<file path="src/hdl/pir_defines.svh">
// Offsets, field positions and reset values of the peripheral interrupt
// registers. Assumes an APB slave with one 8-bit register per 32-bit word.
`ifndef PIR_DEFINES_SVH
`define PIR_DEFINES_SVH
`define PIR_OFF_CORE      12'h000
`define PIR_OFF_OPTION    12'h004
`define PIR_OFF_EN1       12'h008
`define PIR_OFF_EN2       12'h00C
`define PIR_OFF_EN3       12'h010
`define PIR_OFF_REQ1      12'h014
`define PIR_OFF_REQ2      12'h018
`define PIR_OFF_REQ3      12'h01C
`define PIR_OFF_IRQ_STAT  12'h020
`define PIR_OFF_IRQ_MASK  12'h024
`define PIR_MASK_CORE     8'hFF
`define PIR_MASK_CORE_WR  8'hFE
`define PIR_MASK_OPTION   8'hFF
`define PIR_MASK_EN1      8'hF3
`define PIR_MASK_EN1_NSER 8'hC3
`define PIR_MASK_EN2      8'h20
`define PIR_MASK_EN3      8'h70
`define PIR_MASK_REQ1_WR  8'hD3
`define PIR_MASK_REQ1_NSR 8'hC3
`define PIR_MASK_REQ2     8'h20
`define PIR_BIT_GIE       7
`define PIR_BIT_PERIPHERAL_GROUP_ENABLE      6
`define PIR_BIT_RX        5
`define PIR_BIT_TX        4
`define PIR_RESET_BYTE    8'h00
`define PIR_STAT_WIDTH    3
`define PIR_ST_REQ1       0
`define PIR_ST_REQ2       1
`define PIR_ST_REQ3       2
`endif

</file>
<file path="src/hdl/pir_pkg.sv">
// Types shared by the peripheral interrupt register block.
// Assumes the defines header is compiled alongside.
package pir_pkg;
   typedef struct packed {
      logic       psel;
      logic       penable;
      logic       pwrite;
      logic [11:0] paddr;
      logic [31:0] pwdata;
   } pir_apb_req_t;

   typedef struct packed {
      logic        pready;
      logic        pslverr;
      logic [31:0] prdata;
   } pir_apb_rsp_t;

   // Source events: one-cycle set pulses laid out as request registers, plus PWM flag levels
   typedef struct packed {
      logic [7:0] req1_set;
      logic [7:0] req2_set;
      logic [2:0] pwm_flags;
   } pir_src_t;

   typedef enum logic [1:0] {
      PIR_IDLE   = 2'b01,
      PIR_ACCESS = 2'b10
   } pir_bus_st_t;
endpackage : pir_pkg

</file>
<file path="src/hdl/pir_flag_reg.sv">
// One 8-bit register of sticky flags: hardware sets, software writes.
// Assumes synchronous set pulses and a one-cycle write strobe.
`timescale 1ns/1ns
`include "pir_defines.svh"
module pir_flag_reg
(
   // Clock and reset
   input  wire logic       i_clk,
   input  wire logic       i_nrst,
   // Software write
   input  wire logic       i_we,
   input  wire logic [7:0] i_wdata,
   input  wire logic [7:0] i_wmask,
   // Hardware set
   input  wire logic [7:0] i_set,
   // Stored value
   output logic      [7:0] o_q
);
   logic [7:0] flag_q;
   logic [7:0] flag_d;

   genvar b;
   generate
      for (b = 0; b < 8; b++)
      begin : g_bit
         always_comb
         begin
            flag_d[b] = flag_q[b];
            if (i_we && i_wmask[b])
               flag_d[b] = i_wdata[b];
            if (i_set[b] && i_wmask[b])
               flag_d[b] = 1'b1;
         end
      end
   endgenerate

   always_ff @(posedge i_clk or negedge i_nrst)
   begin
      if (!i_nrst)
         flag_q <= `PIR_RESET_BYTE;
      else
         flag_q <= flag_d;
   end

   assign o_q = flag_q;
endmodule : pir_flag_reg

</file>
<file path="src/hdl/pir_regs.sv">
// Peripheral interrupt enable and request registers on APB.
// Assumes sources give one-cycle set pulses and PWM flags are levels.
`timescale 1ns/1ns
`include "pir_defines.svh"
module pir_regs
#(
   parameter bit HAS_SERIAL = 1'b1
)
(
   // Clock and reset
   input  wire logic              i_clk,
   input  wire logic              i_nrst,
   // APB slave
   input  wire pir_pkg::pir_apb_req_t i_apb,
   output pir_pkg::pir_apb_rsp_t      o_apb,
   // Peripheral sources
   input  wire pir_pkg::pir_src_t     i_src,
   input  wire logic                  i_serial_rx_pending,
   // Core-level flags from other logic
   input  wire logic [2:0]            i_core_flags,
   // Outputs
   output logic                       o_periph_irq,
   output logic                       o_cpu_irq,
   output logic                       o_irq
);
   import pir_pkg::*;

   typedef struct packed {
      pir_bus_st_t bus;
      logic [7:0]  core;
      logic [7:0]  option;
      logic [7:0]  en1;
      logic [7:0]  en2;
      logic [7:0]  en3;
      logic [2:0]  stat;
      logic [2:0]  mask;
      logic [2:0]  act_prev;
      logic [31:0] rdata;
      logic        periph;
      logic        cpu;
   } pir_state_t;

   pir_state_t s_q;
   pir_state_t s_d;

   logic [7:0] req1_q;
   logic [7:0] req2_q;
   logic [7:0] req1_rd;
   logic [7:0] req3_rd;
   logic [7:0] req1_set;
   logic [7:0] req1_wmask;
   logic [7:0] en1_mask;
   logic       wr_req1;
   logic       wr_req2;
   logic       acc;
   logic       wr;
   logic [2:0] act;
   logic       any_p;

   assign acc = i_apb.psel && i_apb.penable;
   assign wr  = acc && i_apb.pwrite;
   assign wr_req1 = wr && (i_apb.paddr == `PIR_OFF_REQ1);
   assign wr_req2 = wr && (i_apb.paddr == `PIR_OFF_REQ2);

   // Serial bits exist only with the port
   assign en1_mask   = HAS_SERIAL ? `PIR_MASK_EN1 : `PIR_MASK_EN1_NSER;
   assign req1_wmask = HAS_SERIAL ? `PIR_MASK_REQ1_WR
                                  : `PIR_MASK_REQ1_NSR;
   assign req1_set   = i_src.req1_set & `PIR_MASK_REQ1_WR;

   // Timer, converter and tx flags
   pir_flag_reg u_req1
   (
      .i_clk   (i_clk),
      .i_nrst  (i_nrst),
      .i_we    (wr_req1),
      .i_wdata (i_apb.pwdata[7:0]),
      .i_wmask (req1_wmask),
      .i_set   (req1_set),
      .o_q     (req1_q)
   );

   // Comparator flag
   pir_flag_reg u_req2
   (
      .i_clk   (i_clk),
      .i_nrst  (i_nrst),
      .i_we    (wr_req2),
      .i_wdata (i_apb.pwdata[7:0]),
      .i_wmask (`PIR_MASK_REQ2),
      .i_set   (i_src.req2_set),
      .o_q     (req2_q)
   );

   // Read-only receive flag tracks the serial port
   always_comb
   begin
      req1_rd = req1_q;
      req1_rd[`PIR_BIT_RX] = HAS_SERIAL && i_serial_rx_pending;
   end

   // PWM flags mirror module flags, unwritable here
   assign req3_rd = {1'b0, i_src.pwm_flags, 4'h0};

   // Pending and enabled sources
   assign any_p = |(req1_rd & s_q.en1 & en1_mask)
                | |(req2_q & s_q.en2 & `PIR_MASK_EN2)
                | |(req3_rd & s_q.en3 & `PIR_MASK_EN3);

   assign act[`PIR_ST_REQ1] = |(req1_rd & s_q.en1);
   assign act[`PIR_ST_REQ2] = |(req2_q & s_q.en2);
   assign act[`PIR_ST_REQ3] = |(req3_rd & s_q.en3);

   always_comb
   begin
      s_d = s_q;
      s_d.act_prev = act;
      // Sticky status sets on a new enabled request, set beats clear
      if (wr && (i_apb.paddr == `PIR_OFF_IRQ_STAT))
         s_d.stat = s_q.stat & ~i_apb.pwdata[2:0];
      s_d.stat = s_d.stat | (act & ~s_q.act_prev);
      case (s_q.bus)
         PIR_IDLE:
         begin
            // Read data registered at setup, shown in the access cycle
            if (i_apb.psel && !i_apb.penable)
            begin
               s_d.bus = PIR_ACCESS;
               if (!i_apb.pwrite)
               begin
                  s_d.rdata = 32'h0000_0000;
                  case (i_apb.paddr)
                     `PIR_OFF_CORE:     s_d.rdata[7:0] = s_q.core;
                     `PIR_OFF_OPTION:   s_d.rdata[7:0] = s_q.option;
                     `PIR_OFF_EN1:      s_d.rdata[7:0] = s_q.en1;
                     `PIR_OFF_EN2:      s_d.rdata[7:0] = s_q.en2;
                     `PIR_OFF_EN3:      s_d.rdata[7:0] = s_q.en3;
                     `PIR_OFF_REQ1:     s_d.rdata[7:0] = req1_rd;
                     `PIR_OFF_REQ2:     s_d.rdata[7:0] = req2_q;
                     `PIR_OFF_REQ3:     s_d.rdata[7:0] = req3_rd;
                     `PIR_OFF_IRQ_STAT: s_d.rdata[2:0] = s_q.stat;
                     `PIR_OFF_IRQ_MASK: s_d.rdata[2:0] = s_q.mask;
                     default:           s_d.rdata = 32'h0000_0000;
                  endcase
               end
            end
         end
         PIR_ACCESS:
         begin
            s_d.bus = PIR_IDLE;
            if (i_apb.pwrite)
            begin
               case (i_apb.paddr)
                  `PIR_OFF_CORE:
                     s_d.core = (i_apb.pwdata[7:0] & `PIR_MASK_CORE_WR)
                              | {7'h00, i_core_flags[0]};
                  `PIR_OFF_OPTION:
                     s_d.option = i_apb.pwdata[7:0] & `PIR_MASK_OPTION;
                  `PIR_OFF_EN1:
                     s_d.en1 = i_apb.pwdata[7:0] & en1_mask;
                  `PIR_OFF_EN2:
                     s_d.en2 = i_apb.pwdata[7:0] & `PIR_MASK_EN2;
                  `PIR_OFF_EN3:
                     s_d.en3 = i_apb.pwdata[7:0] & `PIR_MASK_EN3;
                  `PIR_OFF_IRQ_MASK:
                     s_d.mask = i_apb.pwdata[2:0];
                  default:
                     s_d.mask = s_d.mask;
               endcase
            end
         end
         default:
            s_d.bus = PIR_IDLE;
      endcase
      // Read-only core flag follows its source
      s_d.core[0] = i_core_flags[0];
      s_d.periph = any_p && s_q.core[`PIR_BIT_PERIPHERAL_GROUP_ENABLE];
      s_d.cpu = s_q.core[`PIR_BIT_GIE]
             && (s_d.periph || (|i_core_flags[2:1]));
   end

   always_ff @(posedge i_clk or negedge i_nrst)
   begin
      if (!i_nrst)
      begin
         s_q        <= '0;
         s_q.bus    <= PIR_IDLE;
      end
      else
         s_q <= s_d;
   end

   always_comb
   begin
      o_apb.pready  = (s_q.bus == PIR_ACCESS);
      o_apb.pslverr = 1'b0;
      o_apb.prdata  = s_q.rdata;
   end

   assign o_periph_irq = s_q.periph;
   assign o_cpu_irq    = s_q.cpu && s_q.core[`PIR_BIT_GIE];
   assign o_irq        = |(s_q.stat & s_q.mask);
endmodule : pir_regs

</file>
<file path="config.mk">
export PLATFORM = sky130hd
export DESIGN_NAME = pir_regs
export DESIGN_NICKNAME = d
export VERILOG_FILES = /design/src/hdl/pir_pkg.sv /design/src/hdl/pir_flag_reg.sv /design/src/hdl/pir_regs.sv
export VERILOG_INCLUDE_DIRS = /design/src /design/src/hdl
export SDC_FILE = /design/constraint.sdc
export NUM_CORES = 1
export LEC_CHECK = 0
export BUFFER_PORTS_ARGS = -buffer_cell sky130_fd_sc_hd__buf_2
export CAP_MARGIN = 20
export CORE_MARGIN = 1
export CORE_UTILIZATION = 51
export CTS_BUF_LIST = sky130_fd_sc_hd__clkbuf_8
export CTS_CLUSTER_DIAMETER = 50
export DETAILED_ROUTE_END_ITERATION = 7
export PLACE_DENSITY = 0.83
export SYNTH_ARGS = -nofsm -noshare
export SYNTH_HDL_FRONTEND = slang
export SYNTH_SLANG_ARGS = --single-unit
</file>
<file path="constraint.sdc">
create_clock -name i_clk -period 2.1 [get_ports i_clk]
set_input_delay 0.42 -clock i_clk [delete_from_list [all_inputs] [get_ports i_clk]]
set_output_delay 0.42 -clock i_clk [all_outputs]
set_load 0.02 [all_outputs]
</file>
# [Yosys cells after proc, flatten, opt, wreduce, memory -nomap -nowiden]
# Cells that the tools add are included.
[word_totals] reg_bits=53 out_inout_bits=37 inputBits=72 elab_cells=93
[op_classes] reduce_logical=32 bitwise_logic=13 eq_ne=12 muxes=17
[op_table] op="$eq 12x5->1 const B" n=4
[op_table] op="$pmux 5 s8" n=1
[op_table] op="$eq 12x4->1 const B" n=2
[op_table] op="$eq 12x6->1 const B" n=2
[op_table] op="$reduce_or 8->1" n=3
[op_table] op="$reduce_and 3->1" n=7
[op_table] op="$pmux 3 s6" n=1
[op_table] op="$eq 12x3->1 const B" n=1
[op_table] op="$logic_not 12->1" n=1
[op_table] op="$mux 1" n=12
[op_table] op="$reduce_bool 2->1" n=6
[op_table] op="$and 3x3->3" n=3
[op_table] op="$logic_and 1x1->1" n=9
[op_table] op="$and 8x8->8" n=1
[op_table] op="$or 8x1->8" n=1
[op_table] op="$and 7x7->7" n=1
[op_table] op="$and 6x6->6" n=1
[op_table] op="$not 3->3" n=2
[op_table] op="$reduce_or 3->1" n=2
[op_table] op="$reduce_or 6->1" n=1
[op_table] op="$mux 2" n=2
[op_table] op="$mux 3" n=1
[op_table] op="$or 3x3->3" n=1
[op_table] op="$eq 2x1->1 const B" n=1
[op_table] op="7 further kinds" n=8

# [Depth between registers and ports, before layout]
[logic_depth] word_depth=7 mapped_depth=6 depth_no_buf=4

# [Cells and area by module]
# Synthesis repeated with hierarchy kept, for this count alone.
[hier_totals] hier_cells=324 area_unflattened_um2=3539.6
[modules_own_cells] module="pir_regs" area_per_inst_um2=2748.9 cells_per_inst=242 seq_area_each_um2=1177.4 n_inst=1
[modules_own_cells] module="pir_flag_reg" area_per_inst_um2=395.4 cells_per_inst=41 seq_area_each_um2=200.2 n_inst=2

# [Worst setup path after synthesis]
# No wires, ideal clock.
[synth_path] path_kind="in2reg" start="input port i_apb[35] (netlist bit)" end="register s_q[76] (netlist bit)" n_path_buf=1 setup_time_ns=0.125 stages=4 t_arrival_ns=1.743 required_ns=1.975 slack_ns=0.232 path_cell_list="clkbuf_1 or3b_2 nor2_2 mux2_2"
[synth_via] elab_chain_len=2
[synth_rtl] item="from (decl)" line="pir_regs.sv:14" text="input wire pir_pkg::pir_apb_req_t i_apb,"
[synth_rtl] item="$logic_not 12->1" line="pir_regs.sv:153" text="case (i_apb.paddr)"
[synth_rtl] item="$reduce_and 3->1 (no source line)"
[synth_rtl] item="to (decl)" line="pir_regs.sv:43" text="pir_state_t s_q;"
# Every way passes these cells.
# A chain may end at the register's enable or synchronous reset.

# [Worst setup path in the final report]
[layout_path] start="input port i_apb[36] (netlist bit)" end="register s_q[37] (netlist bit)"
[layout_via] elab_chain_len=2
[layout_rtl] item="$eq 12x6->1" line="pir_regs.sv:153"
[layout_rtl] item="$reduce_and 3->1 (no source line)"
# Every way passes these cells.

==> impl_metrics.py <==
metrics = {
    "logic_synthesis": {
        "post_synth.cell_area_avg_um2": 11.5,
        "yosysWarnings": 0,
        "synth_compound_area_share_pct": 8.95,
        "synth-simple-area-share_pct": 14.3,
        "synth_adder_area_share_pct": 0,
        "ys_seq_area_share_pct": 46.5,
        "synth_cells": 247,
        "synthMuxAreaShare_pct": 19.2,
        "syn_area_um2": 2850,
        "synth.distinct_cells": 51,
        "synth_xor_area_share_pct": 0,
        "async_flop_share_pct": 100,
        "ys_seq_elements": 53,
        "synth_edf_count": 0,
        "synth_top_family_by_area": "multiplexers",
        "ys.flop_type": "dfrtp_1",
    },
    "die": {
        "rows": 26,
        "dieArea_um2": 5900,
        "chipWidth_um": 76.8,
        "initial_utilization_pct": 54.5,
        "io_pins": 109,
        "die_h_um": 76.8,
        "core_um2": 5240,
    },
    "sta": {
        "finClkSkew_ps": 8.93,
        "report.final.slew_viol_count": 0,
        "finalCritPeriodShare_pct": 82.5,
        "relSlewSlack_pct": 58.5,
        "setup_viol": 0,
        "fin_crit_ps": 1730,
        "worst_slew_pin_slew_ps": 623,
        "rsz0062_at_grt": "false",
        "max_freq_mhz": 577,
        "finalSetupTns_ps": 0,
        "finalHoldViolations": 0,
        "fin_ws_ps": 368,
    },
    "setup_path": {
        "rr_startpoint": "s_q[83]$_DFFE_PN1P_",
        "setup.worst_path.end_class": "register",
        "startpoint_type": "input port",
        "crit_type": "in2reg",
        "path_max_fanout": 7,
        "setup.worst_path.start": "i_apb[36]",
        "cp.required_ps": 2300,
        "cp.arrival_ps": 1930,
    },
    "clocking": {
        "root_buffer": "clkbuf_8",
        "cts_buffers": 5,
        "postCtsSetupBuffers": 0,
        "cts.reportedPaths.clkPinSlew_ps": 100,
        "cts_resized": 0,
        "cts_hold_buf": 0,
        "cts.sinks": 53,
        "htreeDepth": 2,
        "clk_latency_ps": 310,
        "clk_path_buf_depth": 2,
        "cts_tree": "built",
    },
    "routing": {
        "drc": 0,
        "ant_nets": 0,
        "via_per_inst": 5.47,
        "wl_per_cell_um": 16.4,
        "drt_iter0_markers": 183,
        "routed_wl_mm": 6.15,
        "num_vias": 2050,
        "drt_pass1_iterations": 4,
    },
    "place": {
        "routabilityCongestion": 0.894,
        "dp_hpwl_mm": 4.67,
        "io_buffers": 49,
        "post-place-ws_ps": 55.8,
    },
    "global_route": {
        "track_usage_pct": 22.7,
        "grt_max_degree": 29,
        "antenna_found_initial": 0,
        "grt_util_met2_pct": 35.8,
        "grt_pass1_wl_mm": 10.3,
        "use_met1_pct": 31.1,
        "first_global_vias": 2089,
        "busiest_layer": "met2",
        "overflow": 0,
        "grtUsageMet3_pct": 4.40,
    },
    "cells_and_area": {
        "drive_gt1_share_pct": 38.4,
        "diodes": 0,
        "syn_to_final_growth_pct": 14.4,
        "finalNetCount": 376,
        "nFillCells": 432,
    },
    "pwr": {
        "switching_share_pct": 24.4,
        "switchingPower_mw": 0.474,
        "p_per_area_nw_per_um2": 596,
        "internal-power_mw": 1.47,
        "leakagePower_nw": 1.61,
        "pwr-share-clk_pct": 37.2,
        "seqPwrFrac_pct": 52.8,
        "max-vdd-ir-drop_mv": 0.350,
        "combPwrFrac_pct": 10.0,
    },
    "status": {
        "outcome": "complete, no violations",
    },
    "run": {
        "maxCapViolations": 0,
    },
    "worst_hold_path": {
        "hold_path.class": "in2async",
    },
}
==> flip-flops by register name, indices dropped and copies added, names as in the netlist <==
signal / cells
s_q: 38
o_apb: 8
u_req1.o_q: 5
o_periph_irq: 1
u_req2.o_q: 1
==> per-layer routing <==
layer | part of all wire (%) | vias up
met3 | 5.6 | 8
met4 | 1.7 | 0
met2 | 48 | 95
li1 | - | 950
met1 | 45 | 997
met5 | 0 | -
==> placed cells by master (no fill, tap or decap), drive strengths merged, types with 7 or more instances in the layout <==
master / netlist / final
buf: 37 / 66
dfrtp: 52 / 52
mux2: 28 / 28
conb: 1 / 25
mux2i: 16 / 16
nor2: 16 / 16
nand2: 10 / 10
inv: 8 / 9
o2bb2ai: 7 / 7
a22oi: 7 / 7
o21ai: 7 / 7
==> cells in the mapped netlist, types with 3 or more instances <==
library cell / n / share of area, %
o21ai_0: 6 / 1.1
buf_4: 34 / 8.9
nand2_1: 10 / 1.3
mux2_2: 28 / 11
inv_1: 8 / 1.1
nor2_1: 14 / 1.8
a31oi_1: 3 / 0.66
mux2i_1: 16 / 5.6
a22oi_1: 7 / 1.8
o2bb2ai_1: 7 / 2.1
clkbuf_1: 3 / 0.39
nor3_2: 3 / 1.1
nand3_1: 6 / 1.1
dfrtp_1: 52 / 46
or3_1: 3 / 0.66
==> logic make-up (layout without fill, tap and decap cells) <==
logic type / Yosys count / in the layout
and+or+nand+nor: 63 / 63
DFF: 53 / 53
buffers and inverters: 48 / 82
muxes: 47 / 47
AOI/OAI and AO/OA: 35 / 35
other: 1 / 25
==> per-stage QoR <==
stage / cells / utilization, % / area [um2] / total power, mW / hold WS, ps
final: 375 / 62.3 / 3260 / 1.94 / 115
after global routing: 375 / 62.3 / 3260 / 2.03 / 149
after CTS: 375 / 62.3 / 3260 / 1.95 / 129
after detailed placement: 367 / 60.1 / 3150 / 1.24 / 417
after global placement: 367 / 60.1 / 3150 / 1.24 / 396
after floorplan: 271 / - / 2940 / 1.18 / 124
==> critical path, stage by stage <==
cell and delay, ps:
buf_2 150, or4b_2 690, nor2_1 290, mux2_2 380
==> worst paths after layout <==
path | end | slack (ps) | cells after the start
worst min-delay path | s_q[82]$_DFFE_PN0P_ | 120 | 1
worst max register to register | s_q[60]$_DFFE_PN0P_ | 390 | 5
max in group asynchronous | s_q[67]$_DFFE_PN0P_ | 1430 | 2
min in group i_clk | s_q[75]$_DFF_PN0_ | 220 | 1
worst min register to register | s_q[41]$_DFF_PN0_ | 420 | 1
worst max-delay path | s_q[37]$_DFFE_PN0P_ | 370 | 4
==> power by group through the flow <==
| stage | sequential, mW | clock [mW] | combinational, mW |
|---|---|---|---|
| 2_1_floorplan | 1.05 | 0 | 0.131 |
| 3_3_place_gp | 1.05 | 0 | 0.191 |
| 3_5_place_dp | 1.05 | 0 | 0.194 |
| 4_1_cts | 1.03 | 0.732 | 0.194 |
| 5_1_grt | 1.03 | 0.787 | 0.213 |
| 6_report | 1.03 | 0.724 | 0.194 |
==> cell type report <==
type | instances | area [um2] | area share [%]
tap | 70 | 87.6 | 2.68
sequential | 53 | 1330 | 40.7
multi-input combinational | 170 | 1310 | 40.0
clock inverter | 2 | 33.8 | 1.03
timing repair buffer | 66 | 398 | 12.2
clock buffer | 6 | 82.6 | 2.53
inverter | 8 | 30.0 | 0.920
Power figures use the tool's default switching activity.
